===== config.mk =====
export PLATFORM = sky130hd
export DESIGN_NAME = floppy_support_logic
export DESIGN_NICKNAME = d
export VERILOG_FILES = /design/src/pkg/floppy_support_pkg.sv /design/src/design/floppy_sync2.sv /design/src/design/floppy_support_logic.sv
export SDC_FILE = /design/constraint.sdc
export NUM_CORES = 1
export LEC_CHECK = 0
export ABC_AREA = 1
export BUFFER_PORTS_ARGS = -buffer_cell sky130_fd_sc_hd__buf_2
export CAP_MARGIN = 25
export CORE_MARGIN = 1
export CORE_UTILIZATION = 40
export CTS_BUF_LIST = sky130_fd_sc_hd__clkbuf_2
export DETAILED_ROUTE_END_ITERATION = 12
export PLACE_DENSITY = 0.6
export SYNTH_ARGS = -nofsm -noshare
export SYNTH_HDL_FRONTEND = slang
export SYNTH_HIERARCHICAL = 1
export SYNTH_SLANG_ARGS = --single-unit
export TNS_END_PERCENT = 10

===== constraint.sdc =====
create_clock -name clock_i -period 1.64 [get_ports clock_i]
set_input_delay 0.082 -clock clock_i [delete_from_list [all_inputs] [get_ports clock_i]]
set_output_delay 0.082 -clock clock_i [all_outputs]
set_load 0.1 [all_outputs]

===== src/pkg/floppy_support_pkg.sv =====
package floppy_support_pkg;

    // ------------------------------------------------------------------
    // timing base
    // ------------------------------------------------------------------
    localparam int MCLK_MHZ    = 16;
    localparam int NS_PER_US   = 1000;
    localparam int CNT_W       = 6;
    localparam int IN_W        = 13;

    localparam int WCK_PULSE_NS     = 250;
    localparam int WCK_PERIOD_HI_NS = 1000;
    localparam int WCK_PERIOD_LO_NS = 2000;
    localparam int RDD_PULSE_NS     = 250;
    localparam int RDW_CYCLE_NS     = 2000;
    localparam int RDW_RESYNC_NS    = 875;
    localparam int DMA_DELAY_NS     = 1000;
    localparam int PRECOMP_EARLY_NS = 150;
    localparam int PRECOMP_NOM_NS   = 275;
    localparam int PRECOMP_LATE_NS  = 400;
    localparam int WRD_PULSE_NS     = 125;

    // least times: round up to whole master ticks, never below one
    function automatic logic [CNT_W-1:0] ns_to_ticks(input int ns);
        int t;
        t = (ns * MCLK_MHZ + NS_PER_US - 1) / NS_PER_US;
        if (t < 1) begin
            t = 1;
        end
        return t[CNT_W-1:0];
    endfunction

    localparam logic [CNT_W-1:0] WCK_PULSE_T  = ns_to_ticks(WCK_PULSE_NS);
    localparam logic [CNT_W-1:0] WCK_HI_T     = ns_to_ticks(WCK_PERIOD_HI_NS);
    localparam logic [CNT_W-1:0] WCK_LO_T     = ns_to_ticks(WCK_PERIOD_LO_NS);
    localparam logic [CNT_W-1:0] RDD_T        = ns_to_ticks(RDD_PULSE_NS);
    localparam logic [CNT_W-1:0] RDW_HALF_T   = ns_to_ticks(RDW_CYCLE_NS / 2);
    localparam logic [CNT_W-1:0] RDW_RESYNC_T = ns_to_ticks(RDW_RESYNC_NS);
    localparam logic [CNT_W-1:0] DMA_T        = ns_to_ticks(DMA_DELAY_NS);
    localparam logic [CNT_W-1:0] EARLY_T      = ns_to_ticks(PRECOMP_EARLY_NS);
    localparam logic [CNT_W-1:0] NOM_T        = ns_to_ticks(PRECOMP_NOM_NS);
    localparam logic [CNT_W-1:0] LATE_T       = ns_to_ticks(PRECOMP_LATE_NS);
    localparam logic [CNT_W-1:0] WRD_T        = ns_to_ticks(WRD_PULSE_NS);
    localparam logic [CNT_W-1:0] CNT_ONE      = 6'h01;
    localparam logic [CNT_W-1:0] CNT_ZERO     = 6'h00;

    // ------------------------------------------------------------------
    // precompensation select {sel_1, sel_0}
    // ------------------------------------------------------------------
    localparam logic [1:0] PC_NOMINAL = 2'h0;
    localparam logic [1:0] PC_EARLY   = 2'h1;
    localparam logic [1:0] PC_LATE    = 2'h2;

    typedef enum logic [1:0] {
        WR_IDLE  = 2'b00,
        WR_DELAY = 2'b01,
        WR_PULSE = 2'b10
    } wr_state_t;

    // ------------------------------------------------------------------
    // register map
    // ------------------------------------------------------------------
    localparam int DATA_W = 32;
    localparam int ADDR_W = 8;
    localparam logic [ADDR_W-1:0] ADDR_STATUS = 8'h00;
    localparam logic [ADDR_W-1:0] ADDR_CLEAR  = 8'h04;
    localparam logic [ADDR_W-1:0] ADDR_ENABLE = 8'h08;
    localparam logic [ADDR_W-1:0] ADDR_LEVELS = 8'h0c;

    localparam int EV_W    = 4;
    localparam int EV_STEP = 0;
    localparam int EV_TRK  = 1;
    localparam int EV_DMA  = 2;
    localparam int EV_IRQ  = 3;
    localparam int LV_W    = 5;

    localparam logic [EV_W-1:0]   EV_RESET   = 4'h0;
    localparam logic [DATA_W-1:0] DATA_ZERO  = 32'h00000000;

endpackage


===== src/design/floppy_sync2.sv =====
`timescale 1ns/1ps
module floppy_sync2 #(
    parameter int WIDTH = 1
) (
    input  wire logic             clock_i,
    input  wire logic             rst_n_i,
    input  wire logic [WIDTH-1:0] async_i,
    output logic      [WIDTH-1:0] sync_o
);
    // ------------------------------------------------------------------
    // two-stage synchroniser, first stage feeds only the second
    // ------------------------------------------------------------------
    typedef struct packed {
        logic [WIDTH-1:0] meta;
        logic [WIDTH-1:0] stable;
    } sync_state_t;

    sync_state_t q;
    sync_state_t d;

    always_comb begin
        d        = q;
        d.meta   = async_i;
        d.stable = q.meta;
    end

    always_ff @(posedge clock_i or negedge rst_n_i) begin
        if (!rst_n_i) begin
            q <= '0;
        end else begin
            q <= d;
        end
    end

    assign sync_o = q.stable;
endmodule


===== src/design/floppy_support_logic.sv =====
// Chosen here: register access over APB and the placing of the registers.
`timescale 1ns/1ps
// Overview of operation
// controller clock is master clock /2 when density high, /4 when low
// write clock gives 250 ns pulses, period 1 us high density, 2 us low
// density input 0 means low density drive, 1 high; sets the controller and write clock rates
// falling drive read stream gives a 250 ns separated read pulse
// read window toggles each 1 us, resynced so pulses sit inside a phase
// each step request becomes an active-low step output toward the drive
// seek mode high enables step and track zero; low enables read/write (code gates only the write path; the read separator runs in both modes)
// active-low drive track zero is passed to the controller
// serial write data goes to the drive active low while write gate is on
// precomp select shifts each written pulse early, nominal or late
// dma request out asserts after request high about 1 us, drops at once
// dma request and interrupt pass only while the gate input is high
// all generated timing counts edges of the 16 MHz master clock
module floppy_support_logic
    import floppy_support_pkg::*;
(
    input  wire logic              clock_i,
    input  wire logic              rst_n_i,
    input  wire logic              master_clk_16_i,
    input  wire logic              density_sel_i,
    input  wire logic              drive_read_stream_n_i,
    input  wire logic              step_request_in_i,
    input  wire logic              seek_mode_i,
    input  wire logic              drive_track_zero_n_i,
    input  wire logic              write_gate_in_i,
    input  wire logic              ctrl_write_stream_i,
    input  wire logic              precomp_sel_0_i,
    input  wire logic              precomp_sel_1_i,
    input  wire logic              ctrl_dma_req_i,
    input  wire logic              dma_irq_gate_i,
    input  wire logic              ctrl_irq_in_i,
    output logic                   controller_clk_out_o,
    output logic                   write_clk_out_o,
    output logic                   separated_read_pulse_o,
    output logic                   read_window_o,
    output logic                   step_n_o,
    output logic                   ctrl_track_zero_o,
    output logic                   drive_write_stream_n_o,
    output logic                   delayed_dma_req_n_o,
    output logic                   gated_irq_out_o,
    input  wire logic              psel_i,
    input  wire logic              penable_i,
    input  wire logic              pwrite_i,
    input  wire logic [ADDR_W-1:0] paddr_i,
    input  wire logic [DATA_W-1:0] pwdata_i,
    output logic      [DATA_W-1:0] prdata_o,
    output logic                   pready_o,
    output logic                   pslverr_o,
    output logic                   event_irq_o
);
    // ------------------------------------------------------------------
    // pin synchronisation
    // ------------------------------------------------------------------
    logic [IN_W-1:0] sync_w;
    logic            m16_s;
    logic            density_s;
    logic            rd_n_s;
    logic            step_s;
    logic            seek_s;
    logic            trk_n_s;
    logic            wgate_s;
    logic            wdata_s;
    logic            ps0_s;
    logic            ps1_s;
    logic            dma_s;
    logic            gate_s;
    logic            irq_s;

    floppy_sync2 #(
        .WIDTH (IN_W)
    ) u_sync (
        .clock_i (clock_i),
        .rst_n_i (rst_n_i),
        .async_i ({master_clk_16_i, density_sel_i, drive_read_stream_n_i,
                   step_request_in_i, seek_mode_i, drive_track_zero_n_i,
                   write_gate_in_i, ctrl_write_stream_i, precomp_sel_0_i,
                   precomp_sel_1_i, ctrl_dma_req_i, dma_irq_gate_i,
                   ctrl_irq_in_i}),
        .sync_o  (sync_w)
    );

    assign {m16_s, density_s, rd_n_s, step_s, seek_s, trk_n_s, wgate_s,
            wdata_s, ps0_s, ps1_s, dma_s, gate_s, irq_s} = sync_w;

    // ------------------------------------------------------------------
    // state
    // ------------------------------------------------------------------
    typedef struct packed {
        logic              m16_prev;
        logic              fdc_phase;
        logic              fdc_clk;
        logic [CNT_W-1:0]  wck_cnt;
        logic              write_clk_out;
        logic              rd_prev;
        logic              rd_pend;
        logic [CNT_W-1:0]  rd_cnt;
        logic              separated_read_pulse;
        logic [CNT_W-1:0]  win_cnt;
        logic              win;
        logic              wr_prev;
        wr_state_t         wr_state;
        logic [CNT_W-1:0]  wr_cnt;
        logic              wr_n;
        logic [CNT_W-1:0]  dma_cnt;
        logic              dma_n;
        logic              irq_out;
        logic              irq_prev;
        logic              step_n;
        logic              trk;
        logic [EV_W-1:0]   status;
        logic [EV_W-1:0]   enable;
        logic [DATA_W-1:0] prdata;
        logic              irq_line;
    } core_state_t;

    localparam core_state_t RESET_Q = '{
        m16_prev: 1'b0, fdc_phase: 1'b0, fdc_clk: 1'b0, wck_cnt: CNT_ZERO,
        write_clk_out: 1'b0, rd_prev: 1'b0, rd_pend: 1'b0, rd_cnt: CNT_ZERO, separated_read_pulse: 1'b0,
        win_cnt: RDW_HALF_T, win: 1'b0, wr_prev: 1'b0, wr_state: WR_IDLE,
        wr_cnt: CNT_ZERO, wr_n: 1'b1, dma_cnt: CNT_ZERO, dma_n: 1'b1,
        irq_out: 1'b0, irq_prev: 1'b0, step_n: 1'b1, trk: 1'b0,
        status: EV_RESET, enable: EV_RESET, prdata: DATA_ZERO, irq_line: 1'b0};

    core_state_t q;
    core_state_t d;

    function automatic logic reg_mapped(input logic [ADDR_W-1:0] a);
        return (a == ADDR_STATUS) || (a == ADDR_CLEAR) ||
               (a == ADDR_ENABLE) || (a == ADDR_LEVELS);
    endfunction

    logic             tick;
    logic [CNT_W-1:0] wck_last;
    logic [EV_W-1:0]  ev;
    logic [EV_W-1:0]  clr;
    logic             acc_wr;
    logic [LV_W-1:0]  levels;

    assign tick   = m16_s && !q.m16_prev;
    assign acc_wr = psel_i && penable_i && pwrite_i;
    assign levels = {q.win, q.separated_read_pulse, q.trk, seek_s, density_s};

    always_comb begin
        d        = q;
        ev       = EV_RESET;
        clr      = EV_RESET;
        wck_last = (density_s ? WCK_HI_T : WCK_LO_T) - CNT_ONE;
        d.m16_prev = m16_s;

        // ------------------------------------------------------------------
        // clock generation
        // ------------------------------------------------------------------
        if (tick) begin
            d.fdc_phase = !q.fdc_phase;
            if (density_s || q.fdc_phase) begin
                d.fdc_clk = !q.fdc_clk;
            end
            d.wck_cnt = (q.wck_cnt >= wck_last) ? CNT_ZERO : q.wck_cnt + CNT_ONE;
        end
        d.write_clk_out = (d.wck_cnt < WCK_PULSE_T);

        // ------------------------------------------------------------------
        // data separator: act on ticks only so the widths are whole ticks
        // ------------------------------------------------------------------
        d.rd_prev = rd_n_s;
        if (q.rd_prev && !rd_n_s) begin
            d.rd_pend = 1'b1;
        end
        if (tick) begin
            if (q.rd_pend) begin
                d.rd_pend = 1'b0;
                d.separated_read_pulse     = 1'b1;
                d.rd_cnt  = RDD_T;
                d.win_cnt = RDW_RESYNC_T;
            end else begin
                if (q.separated_read_pulse) begin
                    if (q.rd_cnt == CNT_ONE) begin
                        d.separated_read_pulse = 1'b0;
                    end
                    d.rd_cnt = q.rd_cnt - CNT_ONE;
                end
                if (q.win_cnt == CNT_ONE) begin
                    d.win     = !q.win;
                    d.win_cnt = RDW_HALF_T;
                end else begin
                    d.win_cnt = q.win_cnt - CNT_ONE;
                end
            end
        end

        // ------------------------------------------------------------------
        // write path with precompensation
        // ------------------------------------------------------------------
        d.wr_prev = wdata_s;
        case (q.wr_state)
            WR_IDLE: begin
                d.wr_n = 1'b1;
                if (wdata_s && !q.wr_prev && wgate_s && !seek_s) begin
                    d.wr_state = WR_DELAY;
                    case ({ps1_s, ps0_s})
                        PC_EARLY: d.wr_cnt = EARLY_T;
                        PC_LATE:  d.wr_cnt = LATE_T;
                        default:  d.wr_cnt = NOM_T;
                    endcase
                end
            end
            WR_DELAY: begin
                if (tick) begin
                    if (q.wr_cnt == CNT_ONE) begin
                        d.wr_state = WR_PULSE;
                        d.wr_n     = 1'b0;
                        d.wr_cnt   = WRD_T;
                    end else begin
                        d.wr_cnt = q.wr_cnt - CNT_ONE;
                    end
                end
            end
            WR_PULSE: begin
                if (tick) begin
                    if (q.wr_cnt == CNT_ONE) begin
                        d.wr_state = WR_IDLE;
                        d.wr_n     = 1'b1;
                    end else begin
                        d.wr_cnt = q.wr_cnt - CNT_ONE;
                    end
                end
            end
            default: begin
                d.wr_state = WR_IDLE;
                d.wr_n     = 1'b1;
            end
        endcase
        // a dropped gate or a switch to seek cuts a pulse short
        if (!wgate_s || seek_s) begin
            d.wr_state = WR_IDLE;
            d.wr_n     = 1'b1;
        end

        // ------------------------------------------------------------------
        // step, track zero, dma and interrupt
        // ------------------------------------------------------------------
        d.step_n = !(step_s && seek_s);
        d.trk    = !trk_n_s && seek_s;
        if (!dma_s) begin
            d.dma_cnt = CNT_ZERO;
        end else if (tick && (q.dma_cnt != DMA_T)) begin
            d.dma_cnt = q.dma_cnt + CNT_ONE;
        end
        d.dma_n    = !(gate_s && dma_s && (d.dma_cnt == DMA_T));
        d.irq_out  = gate_s && irq_s;
        d.irq_prev = irq_s;

        // ------------------------------------------------------------------
        // event status and register slave
        // ------------------------------------------------------------------
        ev[EV_STEP] = q.step_n && !d.step_n;
        ev[EV_TRK]  = !q.trk && d.trk;
        ev[EV_DMA]  = q.dma_n && !d.dma_n;
        ev[EV_IRQ]  = irq_s && !q.irq_prev;
        if (acc_wr && (paddr_i == ADDR_CLEAR)) begin
            clr = pwdata_i[EV_W-1:0];
        end
        if (acc_wr && (paddr_i == ADDR_ENABLE)) begin
            d.enable = pwdata_i[EV_W-1:0];
        end
        // a new event beats a clear in the same cycle
        d.status   = (q.status & ~clr) | ev;
        d.irq_line = |(d.status & d.enable);
        if (psel_i && !penable_i) begin
            case (paddr_i)
                ADDR_STATUS: d.prdata = {{(DATA_W-EV_W){1'b0}}, q.status};
                ADDR_ENABLE: d.prdata = {{(DATA_W-EV_W){1'b0}}, q.enable};
                ADDR_LEVELS: d.prdata = {{(DATA_W-LV_W){1'b0}}, levels};
                default:     d.prdata = DATA_ZERO;
            endcase
        end
    end

    always_ff @(posedge clock_i or negedge rst_n_i) begin
        if (!rst_n_i) begin
            q <= RESET_Q;
        end else begin
            q <= d;
        end
    end

    // ------------------------------------------------------------------
    // outputs
    // ------------------------------------------------------------------
    assign controller_clk_out_o   = q.fdc_clk;
    assign write_clk_out_o        = q.write_clk_out;
    assign separated_read_pulse_o = q.separated_read_pulse;
    assign read_window_o          = q.win;
    assign step_n_o               = q.step_n;
    assign ctrl_track_zero_o      = q.trk;
    assign drive_write_stream_n_o = q.wr_n;
    assign delayed_dma_req_n_o    = q.dma_n;
    assign gated_irq_out_o        = q.irq_out;
    assign prdata_o               = q.prdata;
    assign pready_o               = 1'b1;
    assign pslverr_o              = psel_i && penable_i && !reg_mapped(paddr_i);
    assign event_irq_o            = q.irq_line;
endmodule


==> Word-level counts from Yosys, hierarchy flattened <==
Cells that the tools add are included.
W data, S select, Z words.
{ "word_totals": {"ff_bits": 114, "latch_bits": 0, "ram_bits": 0, "rom_bits": 0, "word_cells": 145, "mem_count": 0} }
{ "op_classes": {"addsub": 6, "mul": 0, "div_mod_pow": 0, "n_lt_le_gt_ge": 2, "n_eq_ne": 21, "shift": 0, "muxes": 32, "bitwise": 5, "reduce_logical": 52} }
{ "op_table": {"columns": ["cell", "n"], "rows": [
  ["$mux W6", 8],
  ["$sub A6 B1 Y6 const B", 4],
  ["$logic_and A1 B1 Y1", 21],
  ["$eq A6 B1 Y1 const B", 3],
  ["$mux W9", 2],
  ["$pmux W6 S3", 1],
  ["$eq A8 B4 Y1 const B", 2],
  ["$logic_not A1 Y1", 15],
  ["$mux W15", 1],
  ["$ne A3 B3 Y1 const B", 5],
  ["$pmux W5 S3", 1],
  ["$mux W13", 1],
  ["$add A6 B1 Y6 const B", 2],
  ["$reduce_and A5 Y1", 2],
  ["$and A4 B4 Y4", 2],
  ["$eq A8 B3 Y1 const B", 1],
  ["$logic_not A8 Y1", 1],
  ["$mux W1", 8],
  ["$mux W4", 2],
  ["$mux W8", 1],
  ["$ne A2 B2 Y1 const B", 4],
  ["$mux W7", 1],
  ["$eq A6 B5 Y1 const B", 1],
  ["$ge A6 B6 Y1", 1],
  ["other kinds (19)", 28]
]} }

==> Longest topological paths before layout <==
Gate-level depths: netlist of the first run.
{ "depth": {"depth_word": 11, "depth_mapped": 12, "mapped_depth_nobuf": 12} }

==> Cells and area by module <==
Netlist of the first run, hierarchy kept.
{ "by_module_without_submodules": {"columns": ["module", "n_inst", "cells_per_inst", "area_per_inst_um2", "seq_area_each_um2"], "rows": [
  ["floppy_support_logic", 1, 419, 3522.1, 1531.5],
  ["floppy_sync2", 1, 26, 650.6, 650.6]
]} }

==> Least setup slack after synthesis of the first run <==
No wires, ideal clock.
{ "synth_path": {"path_kind": "reg-to-reg", "from": "register q, in the netlist separated_read_pulse_o", "to": "register q[75] (netlist bit)", "arrival_time_ns": 1.623, "required_ns": 1.558, "path_slack_ns": -0.066, "stages_incl_launch_ff": 7, "cell_sequence": "dfrtp_1 inv_1 nor2_1 inv_1 nor2_1 inv_1 o22ai_1"} }
{ "synth_via": {"elab_chain_cells": 2} }
{ "synth_lines": {"columns": ["element", "line", "rtl"], "rows": [
  ["start, declared", "floppy_support_logic.sv:127", "core_state_t q;"],
  ["start signal, assigned", "floppy_support_logic.sv:284", "q <= RESET_Q;"],
  ["start signal, assigned", "floppy_support_logic.sv:286", "q <= d;"],
  ["$reduce_bool A2 Y1 (no source line)", null, null],
  ["$reduce_and A2 Y1 (no source line)", null, null]
]} }
Every way passes these cells.
A chain may end at the register's enable or synchronous reset.

==> results of run 1 <==
[report_power, final]
group          internal (W)  switching (W)
logic              0.000606        0.00132
clock network      0.000817       0.000747
registers           0.00243       0.000197
[per-stage QoR]
step / setup WS (ns) / cell area (um^2) / hold slack [ns] / util, % / setup TNS, ns
floorplan: 0.154 / 4270 / -0.214 / - / 0
global placement: 0.0750 / 4490 / 0.0369 / 45.1 / 0
detailed placement: 0.0524 / 4490 / 0.0331 / 45.1 / 0
CTS: -0.0106 / 5030 / 0.00457 / 50.5 / -0.0106
global route: -0.0490 / 5270 / 0.0222 / 53.0 / -0.337
finish: -0.00672 / 5270 / 0.0490 / 53.0 / -0.00966
[metal layers]
layer,routed length [um],track usage [%],vias to the layer above
met5,0,0,-
met4,61,6.02,0
met3,269,3.70,7
met2,4280,26.6,72
met1,3720,19.4,1496
li1,-,-,1572
[worst max-delay path by stage]
stage	slack [ns]	cells past startpoint	end
3_5_place_dp	0.05	9	q[55]
4_1_cts	-0.01	10	q[57]
6_report	-0.007	9	q[36]
3_3_place_gp	0.07	10	q[57]
5_1_grt	-0.05	10	q[57]
2_1_floorplan	0.15	5	event_irq_o
[flip-flops by register name, summed over array words and instances, names as in the netlist, 5 cells and up]
name / count
q: 46
u_sync/sync_o: 13
u_sync/d: 13
prdata_o: 5
[worst max-delay path, delay by kind of cell]
family,cells,cell delay [ns]
AND/OR/NAND/NOR,6,0.84
buffers and inverters,3,1.21
[layout make-up]
cell class                 count  area share, %
multi-input combinational    279           32.1
inverter                      70           5.08
tap                          133           3.16
clock buffer                   9          0.854
clock inverter                 7           2.73
sequential                    87           41.4
timing repair buffer         102           14.6
[cells in the mapped netlist, types with 3 or more instances]
library cell	n	share of area (%)
o22ai_1	3	0.45
nor2_1	30	2.7
inv_2	9	0.81
o21ai_0	15	1.8
buf_4	33	5.9
nor2_2	4	0.60
xnor2_1	5	1.0
dfrtp_1	83	50
nor3_1	5	0.60
dfstp_2	4	2.5
a21oi_1	8	0.96
o21ai_1	15	1.8
nand3_1	27	3.2
inv_1	59	5.3
nand4_1	10	1.5
ha_1	16	4.8
nand2_2	4	0.60
xor2_1	7	1.5
nand2_1	75	6.7
[cell families (layout without fill, tap and decap cells)]
logic type	count (synthesis)	after routing	synth area share (%)
and+or+nand+nor	166	166	19.4
AOI/OAI and AO/OA	57	57	8.13
other	2	28	0.180
xor gates and xnor gates	12	12	2.52
buffers and inverters	105	188	12.7
adders and majority gates	16	16	4.80
DFF	87	87	52.3
[what timing repair did]
action                                 4_1_cts  5_1_grt
hold buffers                                34        0
pin swaps                                    0       15
resized for setup                            3       42
setup endpoints to repair                    4       18
endpoints found under the hold margin      110        0
buffers inserted                             0       12
==> impl_metrics.prom, run 1 <==
# TYPE chip_impl_metric gauge
chip_impl_metric{name="power-per-cell-area",unit="mW/mm^2"} 1160
chip_impl_metric{name="global_route.usage.total",unit="%"} 15.7
chip_impl_metric{name="layout.area.seq",unit="mm^2"} 0.00218
chip_impl_metric{name="top_achievable_clock_speed",unit="MHz"} 607
chip_impl_info{name="worstSetupStartpoint",value="paddr_i[1]"} 1
chip_impl_info{name="cp_cell_sequence",value="buf_2 -> or2_4 -> nor2_8 -> nand3_4 -> nor2_8 -> nand2_1 -> dlygate4sd3_1 -> nand2_1 -> dlygate4sd3_1"} 1
chip_impl_info{name="crit_slowest_cell",value="dlygate4sd3_1"} 1
chip_impl_info{name="critical_path.reg2reg.endpoint",value="q[57]"} 1
chip_impl_metric{name="clockBufferDepth",unit=""} 2
chip_impl_info{name="setup.worst_path.class",value="in2reg"} 1
chip_impl_info{name="status",value="complete, but fails checks"} 1
chip_impl_metric{name="place_inst",unit=""} 624
chip_impl_metric{name="drt_iter0_drc",unit=""} 127
chip_impl_metric{name="areaGrowthSynthToFinish",unit="%"} 26.3
chip_impl_metric{name="grt_max_degree",unit=""} 37
chip_impl_metric{name="number_of_flops_mapped_to_enable_cells_by_yosys",unit=""} 0
chip_impl_metric{name="gr-total-overflow",unit=""} 0
chip_impl_metric{name="setup_slack_of_the_most_critical_reg_to_reg_path",unit="ns"} 0.05
chip_impl_metric{name="design.final.nets",unit=""} 623
chip_impl_metric{name="via_count",unit=""} 3147
chip_impl_metric{name="timing.critical_path.required",unit="ns"} 2.13
chip_impl_metric{name="drt_pass1_iterations",unit=""} 4
chip_impl_info{name="end_kind",value="register"} 1
chip_impl_metric{name="grt_pass1_vias",unit=""} 3155
chip_impl_metric{name="total_power",unit="W"} 0.00612
chip_impl_metric{name="core.rowCount",unit=""} 36
chip_impl_metric{name="core_area",unit="mm^2"} 0.00995
chip_impl_info{name="postSynth.topFlopCell",value="dfrtp_1"} 1
chip_impl_metric{name="die-height",unit="um"} 104
chip_impl_metric{name="ys_types",unit=""} 45
chip_impl_metric{name="antenna-diode-count",unit=""} 0
chip_impl_metric{name="vdd_drop_max",unit="uV"} 797
chip_impl_info{name="hold_path_class",value="in2async"} 1
chip_impl_metric{name="post_synth_inst_count",unit=""} 445
chip_impl_metric{name="finalMaxSlewViolations",unit=""} 0
chip_impl_metric{name="initial_utilization",unit="%"} 41.9
chip_impl_info{name="worst_setup_path_start_kind",value="primary input"} 1
chip_impl_info{name="layout_commonest_cell",value="dfrtp_1"} 1
chip_impl_metric{name="cts_sinks",unit=""} 87
chip_impl_metric{name="critical_path.max_stage_delay",unit="ns"} 0.56
chip_impl_metric{name="p_leak",unit="nW"} 2.62
chip_impl_metric{name="htree_num_levels",unit=""} 3
chip_impl_metric{name="yosysWarnings",unit=""} 6
chip_impl_metric{name="initial_antenna_violation_count",unit=""} 0
chip_impl_metric{name="post-route-period-util",unit="%"} 100
chip_impl_metric{name="worst-path-max-fanout",unit=""} 6
chip_impl_metric{name="die_area",unit="mm^2"} 0.0108
chip_impl_metric{name="finalSetupViolations",unit=""} 2
chip_impl_metric{name="final-hold-violation-count",unit=""} 0
chip_impl_metric{name="dp.final_hpwl",unit="um"} 5580
chip_impl_info{name="cts_root_buffer",value="clkbuf_2"} 1
chip_impl_info{name="worst_r2r_startpoint",value="q[54]"} 1
chip_impl_metric{name="period_minus_slack",unit="ns"} 1.65
chip_impl_metric{name="via_density_per_instance",unit=""} 4.58
chip_impl_metric{name="worstSkewPairLatency",unit="ns"} 0.54
chip_impl_metric{name="routed_wirelength",unit="um"} 8320
chip_impl_metric{name="reg2regPathDepth",unit=""} 10
chip_impl_info{name="layout_common_cells",value="dfrtp_1, nand2_1, inv_1"} 1
chip_impl_metric{name="stdcell_count",unit=""} 687
chip_impl_metric{name="drtAntennaViolNets",unit=""} 0
chip_impl_metric{name="die-width",unit="um"} 104
chip_impl_metric{name="grt_first_pass_wirelength",unit="um"} 13700
chip_impl_info{name="failed_checks",value="negative setup slack"} 1
chip_impl_metric{name="finalWorstSetupSlack",unit="ns"} -0.00672
chip_impl_metric{name="asyncSetResetFlopFracSynth",unit="%"} 100
chip_impl_metric{name="worstPathArrival",unit="ns"} 2.13
chip_impl_metric{name="finalWeightedCongestion",unit=""} 0.847
chip_impl_metric{name="final_layout_size_suffix_gt1_share",unit="%"} 27.3
chip_impl_metric{name="maxCapViolations",unit=""} 0
chip_impl_metric{name="timing.clock.skew",unit="ns"} 0.0284
chip_impl_metric{name="yosysSeqAreaShare",unit="%"} 52.3
chip_impl_metric{name="syn-cell-area",unit="mm^2"} 0.00417
chip_impl_metric{name="path_clk_slew",unit="ns"} 0.23
chip_impl_metric{name="route.detailed.drc",unit=""} 0
chip_impl_info{name="clock_tree_from_tritoncts",value="done"} 1
chip_impl_metric{name="fill_cells",unit=""} 921
chip_impl_info{name="grt_setup_unrepaired",value="yes"} 1
chip_impl_metric{name="synthesis.area_per_instance",unit="um^2"} 9.38
chip_impl_metric{name="multi_input_combinational_cell_area",unit="mm^2"} 0.00169
chip_impl_metric{name="io-pin-count",unit=""} 102
chip_impl_metric{name="cts_inserted_buffers",unit=""} 9
chip_impl_metric{name="avgRoutedWirePerCell",unit="um"} 12.1
chip_impl_metric{name="numPortBuffers",unit=""} 45
chip_impl_metric{name="synth-seq-cells",unit=""} 87
(Power assumes the default switching activity.)
==> inputs of run 2 (changes only) <==
--- a/config.mk
+++ b/config.mk
@@ -6,7 +6,7 @@
 export NUM_CORES = 1
 export LEC_CHECK = 0
 export ABC_AREA = 1
-export BUFFER_PORTS_ARGS = -buffer_cell sky130_fd_sc_hd__buf_2
+export BUFFER_PORTS_ARGS = -buffer_cell sky130_fd_sc_hd__buf_4
 export CAP_MARGIN = 25
 export CORE_MARGIN = 1
 export CORE_UTILIZATION = 40
==> run 2 against run 1 <==
Net effect: the flow still finishes with violations (negative setup slack); via count down 0.86%; non-clock buffer count shrank 9; first-iteration DRC count fell by 17%; worst hold slack worse by 0.014 ns; worst setup slack lost 0.0022 ns; critical path type unchanged; count of clock-buffer cells in the layout unchanged.
==> impl_metrics.prom, run 2 (same netlist as run 1, synthesis figures left out) <==
# TYPE chip_impl_metric gauge
chip_impl_metric{name="finalWorstSetupSlack",unit="ns"} -0.00888
chip_impl_metric{name="routed_wirelength",unit="um"} 8240
chip_impl_metric{name="worst-path-max-fanout",unit=""} 7
chip_impl_info{name="setup.worst_path.class",value="in2reg"} 1
chip_impl_metric{name="timing.critical_path.required",unit="ns"} 2.14
chip_impl_metric{name="grt_max_degree",unit=""} 32
chip_impl_metric{name="stdcell_count",unit=""} 678
chip_impl_metric{name="fill_cells",unit=""} 914
chip_impl_metric{name="via_count",unit=""} 3120
chip_impl_metric{name="period_minus_slack",unit="ns"} 1.65
chip_impl_metric{name="power.share.combinational",unit="%"} 32.5
chip_impl_info{name="layout_common_cells",value="dfrtp_1, nand2_1, buf_4"} 1
chip_impl_metric{name="sw_share",unit="%"} 38.8
chip_impl_metric{name="grt_first_pass_wirelength",unit="um"} 14100
chip_impl_metric{name="layout.cell_area.non_filler",unit="mm^2"} 0.00519
chip_impl_metric{name="dp.final_hpwl",unit="um"} 5760
chip_impl_metric{name="grt_pass1_vias",unit=""} 3101
chip_impl_metric{name="finalWeightedCongestion",unit=""} 0.809
chip_impl_metric{name="die_area",unit="mm^2"} 0.0108
chip_impl_metric{name="worstPathArrival",unit="ns"} 2.15
chip_impl_metric{name="net-switching-power",unit="W"} 0.00224
chip_impl_metric{name="avgRoutedWirePerCell",unit="um"} 12.2
chip_impl_metric{name="cts_sinks",unit=""} 87
chip_impl_metric{name="finalMaxSlewViolations",unit=""} 0
chip_impl_info{name="hold_path_class",value="in2reg"} 1
chip_impl_metric{name="finalSetupViolations",unit=""} 2
chip_impl_metric{name="gr-total-overflow",unit=""} 0
chip_impl_metric{name="route.detailed.drc",unit=""} 0
chip_impl_metric{name="areaGrowthSynthToFinish",unit="%"} 24.3
chip_impl_metric{name="place_inst",unit=""} 622
chip_impl_metric{name="final_layout_size_suffix_gt1_share",unit="%"} 23.1
chip_impl_metric{name="design.final.nets",unit=""} 614
chip_impl_info{name="failed_checks",value="negative setup slack"} 1
chip_impl_metric{name="largest_reg_flops",unit=""} 46
chip_impl_metric{name="maxCapViolations",unit=""} 0
chip_impl_metric{name="timing.clock.skew",unit="ns"} 0.0307
chip_impl_metric{name="min_path_cells",unit=""} 6
chip_impl_metric{name="initial_utilization",unit="%"} 41.9
chip_impl_metric{name="antenna-diode-count",unit=""} 0
chip_impl_metric{name="die-width",unit="um"} 104
chip_impl_info{name="status",value="complete, but fails checks"} 1
chip_impl_metric{name="drt_pass1_iterations",unit=""} 7
chip_impl_metric{name="power_frac_seq",unit="%"} 45.7
chip_impl_metric{name="io-pin-count",unit=""} 102
chip_impl_info{name="end_kind",value="register"} 1
chip_impl_metric{name="vdd_drop_max",unit="uV"} 946
chip_impl_metric{name="drtAntennaViolNets",unit=""} 0
chip_impl_metric{name="numPortBuffers",unit=""} 45
chip_impl_metric{name="global_route.usage.total",unit="%"} 16.2
chip_impl_metric{name="power.clock.fraction",unit="%"} 21.8
chip_impl_metric{name="via_density_per_instance",unit=""} 4.60
chip_impl_metric{name="reg2regPathDepth",unit=""} 9
chip_impl_metric{name="placed_cell_area",unit="mm^2"} 0.00460
chip_impl_metric{name="htree_num_levels",unit=""} 3
chip_impl_metric{name="post-route-period-util",unit="%"} 101
chip_impl_metric{name="fin_tns_setup",unit="ns"} -0.0105
chip_impl_info{name="worst_setup_path_start_kind",value="primary input"} 1
chip_impl_metric{name="power_report.internal_total",unit="W"} 0.00352
chip_impl_info{name="layout_commonest_cell",value="dfrtp_1"} 1
chip_impl_metric{name="drt_iter0_drc",unit=""} 106
chip_impl_metric{name="power-per-cell-area",unit="mW/mm^2"} 1110
chip_impl_info{name="max_flop_register",value="q"} 1
chip_impl_info{name="clock_tree_from_tritoncts",value="done"} 1
chip_impl_info{name="cts_root_buffer",value="clkbuf_2"} 1
chip_impl_metric{name="core_area",unit="mm^2"} 0.00995
chip_impl_metric{name="p_leak",unit="nW"} 2.58
chip_impl_metric{name="core.rowCount",unit=""} 36
chip_impl_metric{name="path_clk_slew",unit="ns"} 0.22
chip_impl_metric{name="die-height",unit="um"} 104
chip_impl_metric{name="final-hold-violation-count",unit=""} 0
chip_impl_metric{name="initial_antenna_violation_count",unit=""} 0
chip_impl_metric{name="top_achievable_clock_speed",unit="MHz"} 606
chip_impl_metric{name="clockBufferDepth",unit=""} 2
chip_impl_info{name="grt_setup_unrepaired",value="yes"} 1
chip_impl_metric{name="cts_inserted_buffers",unit=""} 9
chip_impl_metric{name="worstSkewPairLatency",unit="ns"} 0.55
[run 2: cell count changes in the layout (fill, tap and decap cells not counted), sizes merged]
cell,delta
clkinvlp,+1
buf,-8
clkbuf,-1
bufinv,-2
inv,+1
[run 2: power groups by stage]
stage / clock network, W / registers, W / logic, W
finish: 0.00125 / 0.00263 / 0.00187
floorplan: 0 / 0.00290 / 0.00113
CTS: 0.00130 / 0.00262 / 0.00182
global placement: 0 / 0.00266 / 0.00170
detailed placement: 0 / 0.00267 / 0.00174
global route: 0.00137 / 0.00267 / 0.00205
[run 2: through the flow]
stage | hold WS (ns) | power [W] | worst slack (ns) | util [%]
global route | 0.0275 | 0.00609 | -0.0720 | 52.1
finish | 0.0345 | 0.00576 | -0.00888 | 52.1
global placement | 0.0348 | 0.00436 | 0.0784 | 46.2
floorplan | -0.214 | 0.00403 | 0.154 | -
detailed placement | 0.0350 | 0.00441 | 0.0278 | 46.2
CTS | 0.00489 | 0.00574 | 0.0119 | 51.2
[run 2: critical path: stages]
cell and delay, ns:
buf_4 0.11, or2_4 0.27, nor2_8 0.16, nand3_4 0.12
nor2_8 0.15, nand2_1 0.07, dlygate4sd3_1 0.56, nand2_1 0.08
dlygate4sd3_1 0.55
[run 2: what timing repair did]
action / CTS / global route
resized for setup: 0 / 20
endpoints found under the hold margin: 114 / 0
cloned: 0 / 0
pin swaps: 0 / 7
hold buffers: 34 / 0
endpoints found under the setup margin: 5 / 14
buffers inserted: 3 / 2
[run 2: cell type report]
| class | instances | area, um^2 | share of cell area [%] |
|---|---|---|---|
| flip-flops and latches | 87 | 2180 | 42.1 |
| clock inverters | 7 | 93.8 | 1.81 |
| inverters | 70 | 268 | 5.16 |
| multi-input cells | 279 | 1610 | 31.1 |
| clock buffers | 9 | 45.0 | 0.869 |
| repair buffers | 93 | 816 | 15.7 |
| well taps | 133 | 166 | 3.21 |
[run 2: final timing paths]
| path | startpoint | slack [ns] | end |
|---|---|---|---|
| min in group asynchronous | rst_n_i | 0.07 | q[67] |
| hold reg to reg | u_sync/d[12] | 0.37 | u_sync/sync_o[12] |
| hold / removal | psel_i | 0.03 | q[40] |
| setup reg to reg | q[54] | 0.05 | q[55] |
| max in group asynchronous | rst_n_i | 0.69 | prdata_o[4] |
| setup / recovery | paddr_i[1] | -0.009 | q[36] |
[run 2: routing by layer]
layer | vias to the layer above | track usage (%) | part of all wire, %
li1 | 1550 | - | -
met1 | 1482 | 19.9 | 45
met3 | 10 | 3.70 | 3.6
met4 | 0 | 4.90 | 1.1
met2 | 78 | 28.2 | 50
met5 | - | 0 | 0
